### src/logic/lsc_map.svh
`ifndef LSC_MAP_SVH
`define LSC_MAP_SVH

// register addresses
`define LSC_ADDR_ANALOG_CONTROL    8'h0f
`define LSC_ADDR_PART_IDENTITY     8'h12
`define LSC_ADDR_DEVICE_STATUS     8'h13
`define LSC_ADDR_LIGHT_CH0_LOW     8'h14
`define LSC_ADDR_LIGHT_CH0_HIGH    8'h15
`define LSC_ADDR_LIGHT_CH1_LOW     8'h16
`define LSC_ADDR_LIGHT_CH1_HIGH    8'h17

// analog control field positions
`define LSC_CTRL_LED_MSB           7
`define LSC_CTRL_LED_LSB           6
`define LSC_CTRL_DIODE_MSB         5
`define LSC_CTRL_DIODE_LSB         4
`define LSC_CTRL_NGAIN_MSB         3
`define LSC_CTRL_NGAIN_LSB         2
`define LSC_CTRL_LGAIN_MSB         1
`define LSC_CTRL_LGAIN_LSB         0
`define LSC_CTRL_RESET             8'h00

// status bit positions
`define LSC_STAT_NEAR_SAT          6
`define LSC_STAT_NEAR_IRQ          5
`define LSC_STAT_LIGHT_IRQ         4
`define LSC_STAT_NEAR_VALID        1
`define LSC_STAT_LIGHT_VALID       0
`define LSC_STAT_RSVD_TOP          7
`define LSC_STAT_RSVD_MSB          3
`define LSC_STAT_RSVD_LSB          2

// the only legal diode code: proximity on the channel 1 diode
`define LSC_DIODE_CH1              2'h2

// led current in tenths of a milliamp, full and reduced by nine
`define LSC_LED_FULL_0             11'h3e8
`define LSC_LED_FULL_1             11'h1f4
`define LSC_LED_FULL_2             11'h0fa
`define LSC_LED_FULL_3             11'h07d
`define LSC_LED_LOW_0              11'h06f
`define LSC_LED_LOW_1              11'h038
`define LSC_LED_LOW_2              11'h01c
`define LSC_LED_LOW_3              11'h00e

// result byte halves and reset values
`define LSC_RESULT_HI_MSB          15
`define LSC_RESULT_HI_LSB          8
`define LSC_RESULT_LO_MSB          7
`define LSC_RESULT_LO_LSB          0
`define LSC_RESULT_RESET           16'h0000
`define LSC_BYTE_RESET             8'h00

`define LSC_READ_UNMAPPED          8'h00

`endif

### src/logic/lsc_pkg.sv
package lsc_pkg;

   typedef struct packed {
      logic [1:0] ledCurrentSelect;
      logic [1:0] senseDiodeSelect;
      logic [1:0] nearGainSelect;
      logic [1:0] lightGainSelect;
   } lsc_analog_control_s;

   typedef struct packed {
      logic        write;
      logic        read;
      logic [7:0]  addr;
      logic [7:0]  wdata;
   } lsc_reg_req_s;

   typedef struct packed {
      logic        done;
      logic [15:0] ch0;
      logic [15:0] ch1;
   } lsc_light_result_s;

endpackage

### src/logic/lsc_regs.sv
// Functional notes
// - Analog control at 0x0F holds led current, sense diode, near gain and light gain, two bits each.
// - Part identity at 0x12 is read-only and returns a fixed part code.
// - Device status at 0x13 is read-only and its bits 7, 3 and 2 read as zero.
// - Status bit 6 shows that the proximity measurement is saturated.
// - Status bit 0 is set once both light channels have finished an integration.
// - Each light channel result is 16 bits split into low and high bytes at consecutive addresses.
// - Channel 0 low byte sits at 0x14 and high byte at 0x15.
// - Channel 1 low byte sits at 0x16 and high byte at 0x17.
// - Reading a channel's low byte copies its upper eight result bits into a shadow latch.
// - The high-byte read returns the shadow, even if new results arrived since the low-byte read.
// - With led current reduce set, the selected led current is divided by nine.
// - Light interrupt decisions use only channel 0 results.
`timescale 1ns/100ps
`include "lsc_map.svh"

module lsc_regs #(
   parameter logic [7:0] PART_CODE = 8'h5a  // arbitrary value
) (
   input  wire logic                        core_clk,
   input  wire logic                        reset,
   input  wire lsc_pkg::lsc_reg_req_s       regReq,
   output logic [7:0]                       regRdata,
   output logic                             regRvalid,
   input  wire lsc_pkg::lsc_light_result_s  lightResult,
   input  wire logic                        lightValidClear,
   input  wire logic [15:0]                 lightLowThresh,
   input  wire logic [15:0]                 lightHighThresh,
   input  wire logic                        lightIrqClear,
   input  wire logic                        nearDone,
   input  wire logic                        nearValidClear,
   input  wire logic                        nearSaturated,
   input  wire logic                        nearIrqActive,
   input  wire logic                        ledCurrentReduce,
   output lsc_pkg::lsc_analog_control_s     analogControl,
   output logic [10:0]                      ledCurrentTenthsMa,
   output logic                             diodeCodeLegal,
   output logic                             lightIrqFlag
);

   function automatic logic [10:0] ledCurrent(input logic [1:0] sel, input logic reduce);
      logic [10:0] val;
      val = 11'h000;
      unique case (sel)
         2'h0: val = reduce ? `LSC_LED_LOW_0 : `LSC_LED_FULL_0;
         2'h1: val = reduce ? `LSC_LED_LOW_1 : `LSC_LED_FULL_1;
         2'h2: val = reduce ? `LSC_LED_LOW_2 : `LSC_LED_FULL_2;
         2'h3: val = reduce ? `LSC_LED_LOW_3 : `LSC_LED_FULL_3;
      endcase
      return val;
   endfunction

   // flags that hardware sets and the far side clears: a set in the clearing cycle wins
   function automatic logic stickyNext(input logic set, input logic held, input logic clear);
      return set || (held && !clear);
   endfunction

   function automatic logic [7:0] upperByte(input logic [15:0] word);
      return word[`LSC_RESULT_HI_MSB:`LSC_RESULT_HI_LSB];
   endfunction

   function automatic logic [7:0] lowerByte(input logic [15:0] word);
      return word[`LSC_RESULT_LO_MSB:`LSC_RESULT_LO_LSB];
   endfunction

   // the control fields are cut out by the map, so the map must fill the carrier exactly
   if ($bits(lsc_pkg::lsc_analog_control_s) != `LSC_CTRL_LED_MSB + 1 ||
       `LSC_CTRL_LGAIN_LSB != 0) begin : g_ctrl_map_check
      $error("analog control map does not match its carrier");
   end

   logic [7:0]  controlFf;
   logic [15:0] ch0ResultFf;
   logic [15:0] ch1ResultFf;
   logic [7:0]  ch0ShadowFf;
   logic [7:0]  ch1ShadowFf;
   logic        lightValidFf;
   logic        nearValidFf;
   logic        lightIrqFf;
   logic        nearSatFf;
   logic        nearIrqFf;
   logic [7:0]  rdataFf;
   logic        rvalidFf;

   // address decode
   wire hitControl = regReq.addr == `LSC_ADDR_ANALOG_CONTROL;
   wire hitIdent   = regReq.addr == `LSC_ADDR_PART_IDENTITY;
   wire hitStatus  = regReq.addr == `LSC_ADDR_DEVICE_STATUS;
   wire hitCh0Low  = regReq.addr == `LSC_ADDR_LIGHT_CH0_LOW;
   wire hitCh0High = regReq.addr == `LSC_ADDR_LIGHT_CH0_HIGH;
   wire hitCh1Low  = regReq.addr == `LSC_ADDR_LIGHT_CH1_LOW;
   wire hitCh1High = regReq.addr == `LSC_ADDR_LIGHT_CH1_HIGH;

   wire writeControl = regReq.write && hitControl;
   wire readCh0Low   = regReq.read && hitCh0Low;
   wire readCh1Low   = regReq.read && hitCh1Low;

   // channel 0 alone drives the light threshold compare
   wire ch0BelowWindow  = lightResult.ch0 < lightLowThresh;
   wire ch0AboveWindow  = lightResult.ch0 > lightHighThresh;
   wire lightOutOfRange = lightResult.done && (ch0BelowWindow || ch0AboveWindow);

   wire [7:0] statusWord;
   assign statusWord[`LSC_STAT_RSVD_TOP]   = 1'b0;
   assign statusWord[`LSC_STAT_NEAR_SAT]   = nearSatFf;
   assign statusWord[`LSC_STAT_NEAR_IRQ]   = nearIrqFf;
   assign statusWord[`LSC_STAT_LIGHT_IRQ]  = lightIrqFf;
   assign statusWord[`LSC_STAT_RSVD_MSB:`LSC_STAT_RSVD_LSB] = 2'h0;
   assign statusWord[`LSC_STAT_NEAR_VALID] = nearValidFf;
   assign statusWord[`LSC_STAT_LIGHT_VALID] = lightValidFf;

   // low byte and shadow taken from the same stored result in the same cycle
   wire [7:0] readMux =
      hitControl ? controlFf :
      hitIdent   ? PART_CODE :
      hitStatus  ? statusWord :
      hitCh0Low  ? lowerByte(ch0ResultFf) :
      hitCh0High ? ch0ShadowFf :
      hitCh1Low  ? lowerByte(ch1ResultFf) :
      hitCh1High ? ch1ShadowFf :
      `LSC_READ_UNMAPPED;

   // read data holds between reads, so a slow sampler still sees it
   wire [7:0] nxt_rdata = regReq.read ? readMux : rdataFf;

   // set wins over clear on both valid flags and the light irq flag
   wire nxt_lightValid = stickyNext(lightResult.done, lightValidFf, lightValidClear);
   wire nxt_nearValid  = stickyNext(nearDone, nearValidFf, nearValidClear);
   wire nxt_lightIrq   = stickyNext(lightOutOfRange, lightIrqFf, lightIrqClear);

   // only the control register takes writes; every other address drops them
   always_ff @(posedge core_clk) begin
      if (reset) begin
         controlFf <= `LSC_CTRL_RESET;
      end else if (writeControl) begin
         controlFf <= regReq.wdata;
      end
   end

   // both channels land together, so valid never shows a half update
   always_ff @(posedge core_clk) begin
      if (reset) begin
         ch0ResultFf <= `LSC_RESULT_RESET;
         ch1ResultFf <= `LSC_RESULT_RESET;
      end else if (lightResult.done) begin
         ch0ResultFf <= lightResult.ch0;
         ch1ResultFf <= lightResult.ch1;
      end
   end

   // shadow only moves on a low-byte read, not on new results
   always_ff @(posedge core_clk) begin
      if (reset) begin
         ch0ShadowFf <= `LSC_BYTE_RESET;
         ch1ShadowFf <= `LSC_BYTE_RESET;
      end else begin
         if (readCh0Low) begin
            ch0ShadowFf <= upperByte(ch0ResultFf);
         end
         if (readCh1Low) begin
            ch1ShadowFf <= upperByte(ch1ResultFf);
         end
      end
   end

   always_ff @(posedge core_clk) begin
      if (reset) begin
         lightValidFf <= 1'b0;
         nearValidFf  <= 1'b0;
         lightIrqFf   <= 1'b0;
      end else begin
         lightValidFf <= nxt_lightValid;
         nearValidFf  <= nxt_nearValid;
         lightIrqFf   <= nxt_lightIrq;
      end
   end

   // level inputs show in status one cycle late; a host read is far slower than that
   always_ff @(posedge core_clk) begin
      if (reset) begin
         nearSatFf <= 1'b0;
         nearIrqFf <= 1'b0;
      end else begin
         nearSatFf <= nearSaturated;
         nearIrqFf <= nearIrqActive;
      end
   end

   always_ff @(posedge core_clk) begin
      if (reset) begin
         rdataFf <= `LSC_BYTE_RESET;
      end else begin
         rdataFf <= nxt_rdata;
      end
   end

   // one answer pulse per read, never held over
   always_ff @(posedge core_clk) begin
      if (reset) begin
         rvalidFf <= 1'b0;
      end else begin
         rvalidFf <= regReq.read;
      end
   end

   assign regRdata  = rdataFf;
   assign regRvalid = rvalidFf;

   assign analogControl.ledCurrentSelect = controlFf[`LSC_CTRL_LED_MSB:`LSC_CTRL_LED_LSB];
   assign analogControl.senseDiodeSelect = controlFf[`LSC_CTRL_DIODE_MSB:`LSC_CTRL_DIODE_LSB];
   assign analogControl.nearGainSelect   = controlFf[`LSC_CTRL_NGAIN_MSB:`LSC_CTRL_NGAIN_LSB];
   assign analogControl.lightGainSelect  = controlFf[`LSC_CTRL_LGAIN_MSB:`LSC_CTRL_LGAIN_LSB];

   // reserved diode codes are stored as written; this only flags them
   assign diodeCodeLegal = analogControl.senseDiodeSelect == `LSC_DIODE_CH1;

   // reduce comes straight from its pin, so the current follows it without a register write
   assign ledCurrentTenthsMa = ledCurrent(analogControl.ledCurrentSelect, ledCurrentReduce);
   assign lightIrqFlag       = lightIrqFf;

endmodule

### config.mk
export PLATFORM = sky130hd
export DESIGN_NAME = lsc_regs
export DESIGN_NICKNAME = d
export VERILOG_FILES = /design/src/logic/lsc_pkg.sv /design/src/logic/lsc_regs.sv
export VERILOG_INCLUDE_DIRS = /design/src /design/src/logic
export SDC_FILE = /design/constraint.sdc
export NUM_CORES = 1
export LEC_CHECK = 0
export BUFFER_PORTS_ARGS = -buffer_cell sky130_fd_sc_hd__buf_2
export CAP_MARGIN = 20
export CORE_MARGIN = 3
export CORE_UTILIZATION = 50
export DETAILED_ROUTE_END_ITERATION = 12
export PLACE_DENSITY_LB_ADDON = 0.12
export SLEW_MARGIN = 25
export SYNTH_ARGS = -nofsm -noshare
export SYNTH_HDL_FRONTEND = slang
export SYNTH_SLANG_ARGS = --single-unit
### constraint.sdc
create_clock -name core_clk -period 2.7 [get_ports core_clk]
set_input_delay 0.405 -clock core_clk [delete_from_list [all_inputs] [get_ports core_clk]]
set_output_delay 0.405 -clock core_clk [all_outputs]
set_load 0.005 [all_outputs]
# Word level (Yosys, flattened, before mapping)
# Cells that the tools add are included.
# W data, S select, Z words.
[op_classes] n_lt_le_gt_ge=2 eq_ne=11 mux=12 reduce_logical=15
[op_table] cell="$mux W8" count=8
[op_table] cell="$eq A8 B5 Y1 const B" count=6
[op_table] cell="$pmux W11 S4" count=1
[op_table] cell="$gt A16 B16 Y1" count=1
[op_table] cell="$lt A16 B16 Y1" count=1
[op_table] cell="$mux W10" count=1
[op_table] cell="$mux W9" count=1
[op_table] cell="$eq A8 B4 Y1 const B" count=1
[op_table] cell="$logic_and A1 B1 Y1" count=7
[op_table] cell="$mux W7" count=1
[op_table] cell="$eq A2 B2 Y1 const B" count=3
[op_table] cell="$logic_or A1 B1 Y1" count=4
[op_table] cell="$logic_not A1 Y1" count=3
[op_table] cell="$eq A2 B1 Y1 const B" count=1
[op_table] cell="$logic_not A2 Y1" count=1
[word_totals] ff_bits=70 inputBits=92 out_inout_bits=30

# Longest topological paths before layout
# Gate-level depths: netlist of the first run.
[depth] word_depth=8 ltp_mapped=7 mapped_depth_nobuf=7

# Least setup slack after synthesis of the first run
# No wires, ideal clock.
[synth_path] path_kind="input port to flip-flop" startpoint="in regReq[9] (netlist name)" endpoint="reg rdataFf[6], in the netlist regRdata[6]" t_arrival_ns=1.574 setup_slack_ns=0.987 path_stages=6 cell_sequence="buf_6 -> mux4_2 -> nand2_1 -> o21ai_1 -> a2111oi_4 -> a2111oi_2"
[synth_between] elab_chain_len=8 elab_cells_between_ends=14 classes_between="7 x eq/ne; 7 x mux"
[synth_rtl] item="from (decl)" line_no="lsc_regs.sv:22" source="input wire lsc_pkg::lsc_reg_req_s regReq,"
[synth_rtl] item="$eq A8 B5 Y1 (no source line)"
[synth_rtl] item="$mux W8 (no source line) (6 in a row)"
[synth_rtl] item="$mux W8 (no source line) (*)"
[synth_rtl] item="to (signal assigned)" line_no="lsc_regs.sv:191" source="rdataFf <= `LSC_BYTE_RESET;"
[synth_rtl] item="to (signal assigned)" line_no="lsc_regs.sv:193" source="rdataFf <= nxt_rdata;"
[synth_rtl] item="to (decl)" line_no="lsc_regs.sv:82" source="logic [7:0] rdataFf;"
# Mark *: on every way between the ends. The rest lies on a longest branch, timed or not.
# A chain may end at the register's enable or synchronous reset.

# Worst setup path after layout of the first run
[layout_path] startpoint="reg controlFf[7], in the netlist analogControl[7]" endpoint="out ledCurrentTenthsMa[0]"
[layout_between] elab_chain_len=2 elab_cells_between_ends=5 classes_between="3 x eq/ne; 1 x mux; 1 x reduce/logical"
[layout_rtl] item="from (decl)" line_no="lsc_regs.sv:72" source="logic [7:0] controlFf;"
[layout_rtl] item="from (signal assigned)" line_no="lsc_regs.sv:134" source="controlFf <= `LSC_CTRL_RESET;"
[layout_rtl] item="from (signal assigned)" line_no="lsc_regs.sv:136" source="controlFf <= regReq.wdata;"
[layout_rtl] item="$eq A2 B2 Y1, or another cell as far along" line_no="lsc_regs.sv:44" source="unique case (sel)"
[layout_rtl] item="$pmux W11 S4 (*)" line_no="lsc_regs.sv:44"
[layout_rtl] item="to (decl)" line_no="lsc_regs.sv:36" source="output logic [10:0] ledCurrentTenthsMa,"
# Mark *: on every way between the ends. The rest lies on a longest branch, timed or not. The select of a mux whose other input is x is not followed.

==> results.sh, run 1 <==
export IMPL_status="complete, no violations"
export IMPL_synth_mux_area_share_pct=16.5
export IMPL_h_tree_depth=3
export IMPL_synth_simple_area_share_pct=18.5
export IMPL_synth_fa_ha_area_share_pct=9.83
export IMPL_rsz0062_at_grt="false"
export IMPL_final_antenna_net_count=0
export IMPL_reg2reg_depth=4
export IMPL_setup_viol=0
export IMPL_clock_sinks=70
export IMPL_synthesis_area_um2=3950
export IMPL_synthCells=437
export IMPL_drt_iter0_markers=222
export IMPL_hp_class="in2reg"
export IMPL_area_delta_synth_final_pct=20.1
export IMPL_layout_min_cycle_time_ns=1.77
export IMPL_port_buffers=120
export IMPL_fp_coreArea_um2=7450
export IMPL_routabilityCongestion=0.837
export IMPL_grtUsageTotal_pct=20.5
export IMPL_fp_dieH_um=94.8
export IMPL_syn_nets=560
export IMPL_cp_end_kind="output port"
export IMPL_synth_cell_type_count=54
export IMPL_tightestPinTransition_ns=0.572
export IMPL_layout_common_cells="120 x buf_2, 70 x dfxtp_1, 61 x nor2_1"
export IMPL_avgRoutedWirePerCell_um=14.2
export IMPL_yosysWarnings=0
export IMPL_cap_violations=0
export IMPL_io_pin_count=122
export IMPL_final_common_cell="buf_2"
export IMPL_yosys_area_share_xor_xnor_pct=0
export IMPL_drive_gt1_share_pct=28.1
export IMPL_die_x_um=94.8
export IMPL_row_count=31
export IMPL_cts_repair_resized=0
export IMPL_final_setup_skew_ns=0.00650
export IMPL_slew_viol_final=0
export IMPL_ys_top_cells_by_area="dfxtp_1 36%, mux2i_1 12%, ha_1 9.8%"
export IMPL_critPathLaunchType="flop"
export IMPL_cts_hold_buf=0
export IMPL_worstSkewPairLatency_ns=0.34
export IMPL_ys_seq_area_share_pct=35.5
export IMPL_grt_pass1_wl_um=14400
export IMPL_synth_top_family_by_area="simple AND/OR/NAND/NOR gates"
export IMPL_die_area_um2=8990
export IMPL_worstSetupPathType="reg2out"
export IMPL_ys_ff_latch=70
export IMPL_crit_required_ns=2.30
export IMPL_diodes=0
export IMPL_hold_violations=0
export IMPL_totalWireLength_um=9180
export IMPL_dp_hpwl_um=7400
export IMPL_viasPerCell=5.17
export IMPL_synth_edff_count=0
export IMPL_clk_pin_slew_ns=0.07
export IMPL_grt_antenna_before_repair=0
export IMPL_grt_ovfl_total=0
export IMPL_max_freq_mhz=564
export IMPL_period_share_pct=65.6
export IMPL_synthFlopType="dfxtp_1"
export IMPL_post_cts_setup_buffers=0
export IMPL_numCtsBuffers=9
export IMPL_drc=0
export IMPL_relSlewSlack_pct=61.9
export IMPL_crit_path_max_fanout=11
export IMPL_power_leakage_uw=0.00233
export IMPL_dr_total_vias=3348
export IMPL_tns_ns=0
export IMPL_hold_ws_ns=0.272
export IMPL_synth_compound_area_share_pct=12.0
export IMPL_ctsRootBufferMaster="clkbuf_8"
export IMPL_whs_path_depth=3
export IMPL_yosys_area_top_type="dfxtp_1"
export IMPL_grt_max_degree=45
export IMPL_power_density_nw_per_um2=473
export IMPL_cts_max_path_buffers=2
export IMPL_async_flop_share_pct=0
export IMPL_drtPass1Iterations=4
export IMPL_cp_data_arrival_time_ns=1.37
export IMPL_peakVddDrop_mv=0.410
export IMPL_synth_top_area_share_pct=35.5
export IMPL_finalNetCount=666
export IMPL_initial_core_util_pct=53.0
export IMPL_cts_tree="done"
export IMPL_grt_pass1_vias=3022
export IMPL_syn_area_per_cell_um2=9.03
[layer usage]
layer,share of wire [%],global-route usage [%],vias up
li1,-,-,1743
met1,44,27.5,1494
met2,47,32.9,97
met3,7.5,5.58,14
met4,1.5,4.57,0
met5,0,0,-
[Yosys cell counts (2+ instances only)]
library cell and n:
a41oi_1 2, o21ai_1 3, nor2_1 61, o32ai_1 2, buf_2 6, nand3_1 12
nand2b_1 5, buf_4 4, nor4b_2 2, or2_2 2, inv_1 38, buf_6 4
a21oi_1 27, ha_1 31, o21ai_0 11, o211ai_1 2, mux2i_1 49, nand4_1 5
nand2_1 25, mux2_2 2, clkbuf_1 13, a211oi_1 4, o22a_1 2, nor3_1 3
mux4_2 5, a221o_1 2, dfxtp_1 70, a21o_1 2, a22oi_1 6, o21a_1 2
or3_1 3, nor2b_1 10
[worst max-delay path, cell delays in order (launching register included)]
cell     delay [ns]
dfxtp_1        0.40
or2_2          0.36
a21oi_1        0.15
buf_2          0.12
[path summary, 6_finish.rpt]
path | startpoint | to | slack, ns
max reg2reg | ch0ShadowFf[2]$_SDFFE_PP0P_ | regRdata[2]$_SDFFE_PP0P_ | 1.07
min | nearDone | nearValidFf$_SDFF_PP0_ | 0.27
max | analogControl[7]$_SDFFE_PP0P_ | ledCurrentTenthsMa[0] | 0.93
min reg2reg | regRdata[4]$_SDFFE_PP0P_ | regRdata[4]$_SDFFE_PP0P_ | 0.48
[registers in the layout, summed over array words and instances (netlist names), 8 cells and up]
signal and count:
regRdata 8, ch1ResultFf 16, ch1ShadowFf 8, analogControl 8
ch0ResultFf 16, ch0ShadowFf 8
[logic make-up after synthesis]
kind of cell    count (synthesis)
compound gates                 71
fa+ha+maj                      31
buf+inv                        66
flops                          70
mux                            57
other cells                     1
simple gates                  141
[where the power goes]
group	total, uW	internal (uW)	switching (uW)	leakage (uW)
clock	814	453	361	0.0000976
sequential	1090	1070	24.2	0.000573
combinational	335	162	173	0.00166
total	2240	1690	558	0.00233
[layout make-up]
cell class / instances / area [um^2]
Clock buffer: 13 / 149
Clock inverter: 3 / 43.8
Fill cell: 653 / 2710
Inverter: 38 / 143
Multi-Input combinational cell: 301 / 2240
Sequential cell: 70 / 1400
Tap cell: 99 / 124
Timing Repair Buffer: 123 / 636
[stage by stage]
step                      worst slack, ns  util, %  area (um^2)  total power [uW]  std cells
final                               0.928     63.7         4740              2240        647
after global routing                0.780     63.7         4740              2370        647
after CTS                           0.900     63.7         4740              2270        647
after detailed placement            0.623     61.1         4550              1450        631
after global placement              0.670     61.1         4550              1440        631
after floorplan                     0.987        -         3950              1320        437
Power figures use the tool's default switching activity.
==> run 2, diff against run 1 <==
Clock period 2.7 ns to 1.8 ns, I/O delays scaled along.
==> results.sh, run 2 (synthesis results as in run 1) <==
export IMPL_status="complete, no violations"
export IMPL_area_delta_synth_final_pct=22.5
export IMPL_setup_viol=0
export IMPL_drt_iter0_markers=163
export IMPL_final_setup_skew_ns=0.00952
export IMPL_totalWireLength_um=9530
export IMPL_clk_pin_slew_ns=0.07
export IMPL_grt_max_degree=47
export IMPL_max_freq_mhz=607
export IMPL_initial_core_util_pct=53.0
export IMPL_critPathBufInv=1
export IMPL_viasPerCell=5.24
export IMPL_crit_required_ns=1.53
export IMPL_cts_hold_buf=0
export IMPL_critPathLaunchType="flop"
export IMPL_drtPass1Iterations=4
export IMPL_p_seq_share_pct=47.2
export IMPL_finalPower_uw=3480
export IMPL_hold_violations=0
export IMPL_rsz0062_at_grt="false"
export IMPL_grt_pass1_wl_um=15800
export IMPL_cp_cell_sequence="or2_2, a21oi_1, buf_2"
export IMPL_post_cts_setup_buffers=0
export IMPL_grtUsageTotal_pct=22.4
export IMPL_dr_total_vias=3424
export IMPL_power_leakage_uw=0.00238
export IMPL_power_frac_clock_pct=37.8
export IMPL_pwr_share_comb_pct=15.0
export IMPL_worstSkewPairLatency_ns=0.35
export IMPL_routabilityCongestion=0.868
export IMPL_numCtsBuffers=9
export IMPL_drive_gt1_share_pct=29.4
export IMPL_hp_class="in2reg"
export IMPL_drc=0
export IMPL_crit_path_max_fanout=11
export IMPL_slowest_delay_ns=0.41
export IMPL_diodes=0
export IMPL_finalInstanceArea_um2=4830
export IMPL_cts_repair_resized=0
export IMPL_die_x_um=94.8
export IMPL_ctsRootBufferMaster="clkbuf_8"
export IMPL_slew_viol_final=0
export IMPL_final_antenna_net_count=0
export IMPL_clock_sinks=70
export IMPL_fp_dieH_um=94.8
export IMPL_grt_ovfl_total=0
export IMPL_grt_pass1_vias=3292
export IMPL_period_share_pct=91.6
export IMPL_worstSetupPathType="reg2out"
export IMPL_die_area_um2=8990
export IMPL_layout_common_cells="120 x buf_2, 70 x dfxtp_1, 61 x nor2_1"
export IMPL_avgRoutedWirePerCell_um=14.6
export IMPL_cts_tree="done"
export IMPL_power_density_nw_per_um2=719
export IMPL_grt_antenna_before_repair=0
export IMPL_io_pin_count=122
export IMPL_cp_end_kind="output port"
export IMPL_p_sw_uw=894
export IMPL_cap_violations=0
export IMPL_port_buffers=120
export IMPL_cp_top_family="flip-flops"
export IMPL_fillers=687
export IMPL_peakVddDrop_mv=0.619
export IMPL_cp_data_arrival_time_ns=1.38
export IMPL_switching_share_pct=25.7
export IMPL_intPower_uw=2580
export IMPL_finalNetCount=673
export IMPL_layout_min_cycle_time_ns=1.65
export IMPL_cpMaxStageDelayCell="dfxtp_1"
export IMPL_reg_largest_list="ch0ResultFf: 16 flops, ch1ResultFf: 16 flops"
export IMPL_row_count=31
export IMPL_fp_coreArea_um2=7450
export IMPL_placed_area_um2=4630
export IMPL_h_tree_depth=3
export IMPL_fin_util_pct=64.9
export IMPL_dp_hpwl_um=7670
export IMPL_final_common_cell="buf_2"
export IMPL_cts_max_path_buffers=2
-- run 2: changes by cell type in the layout (fill, tap and decap cells not counted), moves of 2 or more --
| cell | before | now |
|---|---|---|
| clkinvlp_4 | 0 | 2 |
| buf_4 | 2 | 7 |
| clkbuf_1 | 3 | 1 |
| buf_12 | 1 | 3 |
-- run 2: final cells by class --
type / count / area, um^2 / share of cell area [%]
multi-input combinational: 301 / 2240 / 46.4
sequential: 70 / 1400 / 29.0
timing repair buffer: 130 / 713 / 14.8
clock buffer: 12 / 155 / 3.21
inverter: 38 / 143 / 2.95
tap: 99 / 124 / 2.56
clock inverter: 4 / 53.8 / 1.11
-- run 2: power by group through the flow --
| stage | sequential (uW) | clock (uW) | combinational, uW |
|---|---|---|---|
| 4_1_cts | 1640 | 1340 | 524 |
| 2_1_floorplan | 1660 | 0 | 318 |
| 3_3_place_gp | 1680 | 0 | 502 |
| 6_report | 1640 | 1310 | 521 |
| 5_1_grt | 1650 | 1410 | 596 |
| 3_5_place_dp | 1680 | 0 | 522 |
-- run 2: final timing paths --
| path | slack (ns) | to | cells after the start | from |
|---|---|---|---|---|
| max | 0.15 | ledCurrentTenthsMa[0] | 3 | analogControl[7]$_SDFFE_PP0P_ |
| min reg2reg | 0.48 | analogControl[1]$_SDFFE_PP0P_ | 2 | analogControl[1]$_SDFFE_PP0P_ |
| min | 0.13 | nearIrqFf$_SDFF_PP0_ | 2 | nearIrqActive |
| max reg2reg | 0.23 | regRdata[2]$_SDFFE_PP0P_ | 4 | ch0ShadowFf[2]$_SDFFE_PP0P_ |
-- run 2: layer usage --
metal  vias up  part of all wire [%]  GRT usage (%)
met1      1571                    45           29.8
met3        11                   5.5           4.78
met5         -                     0              0
met4         0                  0.90           5.17
li1       1745                     -              -
met2        97                    48           37.3
-- run 2: metrics by stage --
stage                     TNS, ns  hold slack [ns]  setup slack, ns  instances
after floorplan                 0            0.387            0.222        437
after global placement          0            0.465           0.0935        638
after detailed placement  -0.0237            0.476          -0.0173        638
after CTS                       0            0.124            0.138        654
after global routing            0            0.139           0.0738        654
final                           0            0.131            0.152        654
==> run 3, diff against run 2 <==
Settings changed: CORE_MARGIN 3 to 1.
==> results.sh, run 3 (synthesis results as in run 1) <==
export IMPL_worstSkewPairLatency_ns=0.33
export IMPL_cp_end_kind="output port"
export IMPL_worstSetupPathType="reg2out"
export IMPL_critPathLaunchType="flop"
export IMPL_worstHoldStart="nearSaturated"
export IMPL_cts_repair_resized=0
export IMPL_post_cts_setup_buffers=0
export IMPL_drtPass1Iterations=4
export IMPL_dr_total_vias=3449
export IMPL_slew_viol_final=0
export IMPL_cp_data_arrival_time_ns=1.37
export IMPL_h_tree_depth=3
export IMPL_fp_coreArea_um2=7690
export IMPL_drc=0
export IMPL_numCtsBuffers=9
export IMPL_grt_ovfl_total=0
export IMPL_peakVddDrop_mv=0.483
export IMPL_port_buffers=120
export IMPL_cp_cell_sequence="or2_2, a21oi_1, buf_2"
export IMPL_crit_path_max_fanout=11
export IMPL_finalInstanceArea_um2=4820
export IMPL_r2r_start="ch0ResultFf[6]$_SDFFE_PP0P_"
export IMPL_initial_core_util_pct=51.3
export IMPL_cts_max_path_buffers=2
export IMPL_rsz0062_at_grt="false"
export IMPL_grt_pass1_vias=3219
export IMPL_grt_pass1_wl_um=15000
export IMPL_avgRoutedWirePerCell_um=13.7
export IMPL_layout_min_cycle_time_ns=1.64
export IMPL_period_share_pct=91.4
export IMPL_final_setup_skew_ns=0.00467
export IMPL_power_leakage_uw=0.00238
export IMPL_relSlewSlack_pct=65.3
export IMPL_die_area_um2=8250
export IMPL_drive_gt1_share_pct=29.5
export IMPL_reg_largest_list="ch0ResultFf: 16 flops, ch1ResultFf: 16 flops"
export IMPL_clock_sinks=70
export IMPL_row_count=32
export IMPL_worstReg2RegEnd="regRdata[6]$_SDFFE_PP0P_"
export IMPL_tightestPinTransition_ns=0.521
export IMPL_io_pin_count=122
export IMPL_cts_hold_buf=0
export IMPL_cap_violations=0
export IMPL_r2r_slack_ns=0.22
export IMPL_area_delta_synth_final_pct=22.2
export IMPL_clk_pin_slew_ns=0.06
export IMPL_tns_ns=0
export IMPL_final_antenna_net_count=0
export IMPL_die_x_um=90.8
export IMPL_finalNetCount=674
export IMPL_final_common_cell="buf_2"
export IMPL_diodes=0
export IMPL_fp_dieH_um=90.8
export IMPL_reg2reg_depth=5
export IMPL_totalWireLength_um=9020
export IMPL_drt_iter0_markers=145
export IMPL_setup_viol=0
export IMPL_layout_common_cells="120 x buf_2, 70 x dfxtp_1, 61 x nor2_1"
export IMPL_hold_violations=0
export IMPL_crit_required_ns=1.53
export IMPL_grtUsageTotal_pct=22.7
export IMPL_dp_hpwl_um=7280
export IMPL_cts_tree="done"
export IMPL_grt_max_degree=29
export IMPL_whs_path_depth=2
export IMPL_placed_area_um2=4640
export IMPL_grt_antenna_before_repair=0
export IMPL_max_freq_mhz=608
export IMPL_ctsRootBufferMaster="clkbuf_8"
export IMPL_whs_endpoint="nearSatFf$_SDFF_PP0_"
export IMPL_cpMaxStageDelayCell="dfxtp_1"
export IMPL_slowest_delay_ns=0.41
export IMPL_routabilityCongestion=0.865
export IMPL_hp_class="in2reg"
export IMPL_power_density_nw_per_um2=688
export IMPL_viasPerCell=5.24
export IMPL_status="complete, no violations"
-- run 3: cell types whose count changed in the layout (fill, tap and decap cells not counted) --
cell / change
clkinv_2: +2
buf_4: +1
bufinv_16: -1
clkbuf_8: +1
clkinvlp_4: -1
inv_6: -1
-- run 3: how the worst max path moves through the flow --
stage                                              from                           to  cells after the start
after floorplan                               regReq[9]     regRdata[6]$_SDFFE_PP0P_                      6
after global placement                       regReq[11]  ch1ShadowFf[5]$_SDFFE_PP0P_                      6
after detailed placement                     regReq[11]  ch0ShadowFf[2]$_SDFFE_PP0P_                      7
after CTS                 analogControl[7]$_SDFFE_PP0P_        ledCurrentTenthsMa[0]                      3
after global routing      analogControl[7]$_SDFFE_PP0P_        ledCurrentTenthsMa[0]                      3
final                     analogControl[7]$_SDFFE_PP0P_        ledCurrentTenthsMa[0]                      3
-- run 3: final cells by class --
class | instances | area, um^2
repair buffers | 131 | 721
multi-input cells | 301 | 2240
fillers | 711 | 2860
flip-flops and latches | 70 | 1400
inverters | 38 | 143
clock buffers | 13 | 169
clock inverters | 3 | 17.5
well taps | 102 | 128
-- run 3: per-stage QoR --
stage / util (%) / setup slack (ns) / power (uW) / cells / hold slack, ns
4_1_cts: 62.7 / 0.132 / 3360 / 658 / 0.131
3_5_place_dp: 60.3 / 0.0497 / 2200 / 642 / 0.462
5_1_grt: 62.7 / 0.0602 / 3500 / 658 / 0.151
2_1_floorplan: - / 0.222 / 1980 / 437 / 0.387
3_3_place_gp: 60.3 / 0.0985 / 2180 / 642 / 0.457
6_report: 62.7 / 0.156 / 3320 / 658 / 0.142
-- run 3: where the power goes --
| group | switching (uW) | internal [uW] |
|---|---|---|
| clock network | 545 | 609 |
| logic | 264 | 258 |
| registers | 35.9 | 1610 |
-- run 3: per-layer routing --
metal	vias to the layer above	track usage (%)	wire length [um]
met3	6	4.71	520
met4	0	4.89	66
met1	1591	29.3	4180
met2	104	39.0	4260
met5	-	0	0
li1	1748	-	-
-- run 3: worst max-delay path, delay by kind of cell, from the launching register on --
kind | cells | cell delay, ns
buffers and inverters | 1 | 0.13
flip-flops | 1 | 0.41
AO/OA/AOI/OAI | 1 | 0.14
AND/OR/NAND/NOR | 1 | 0.37
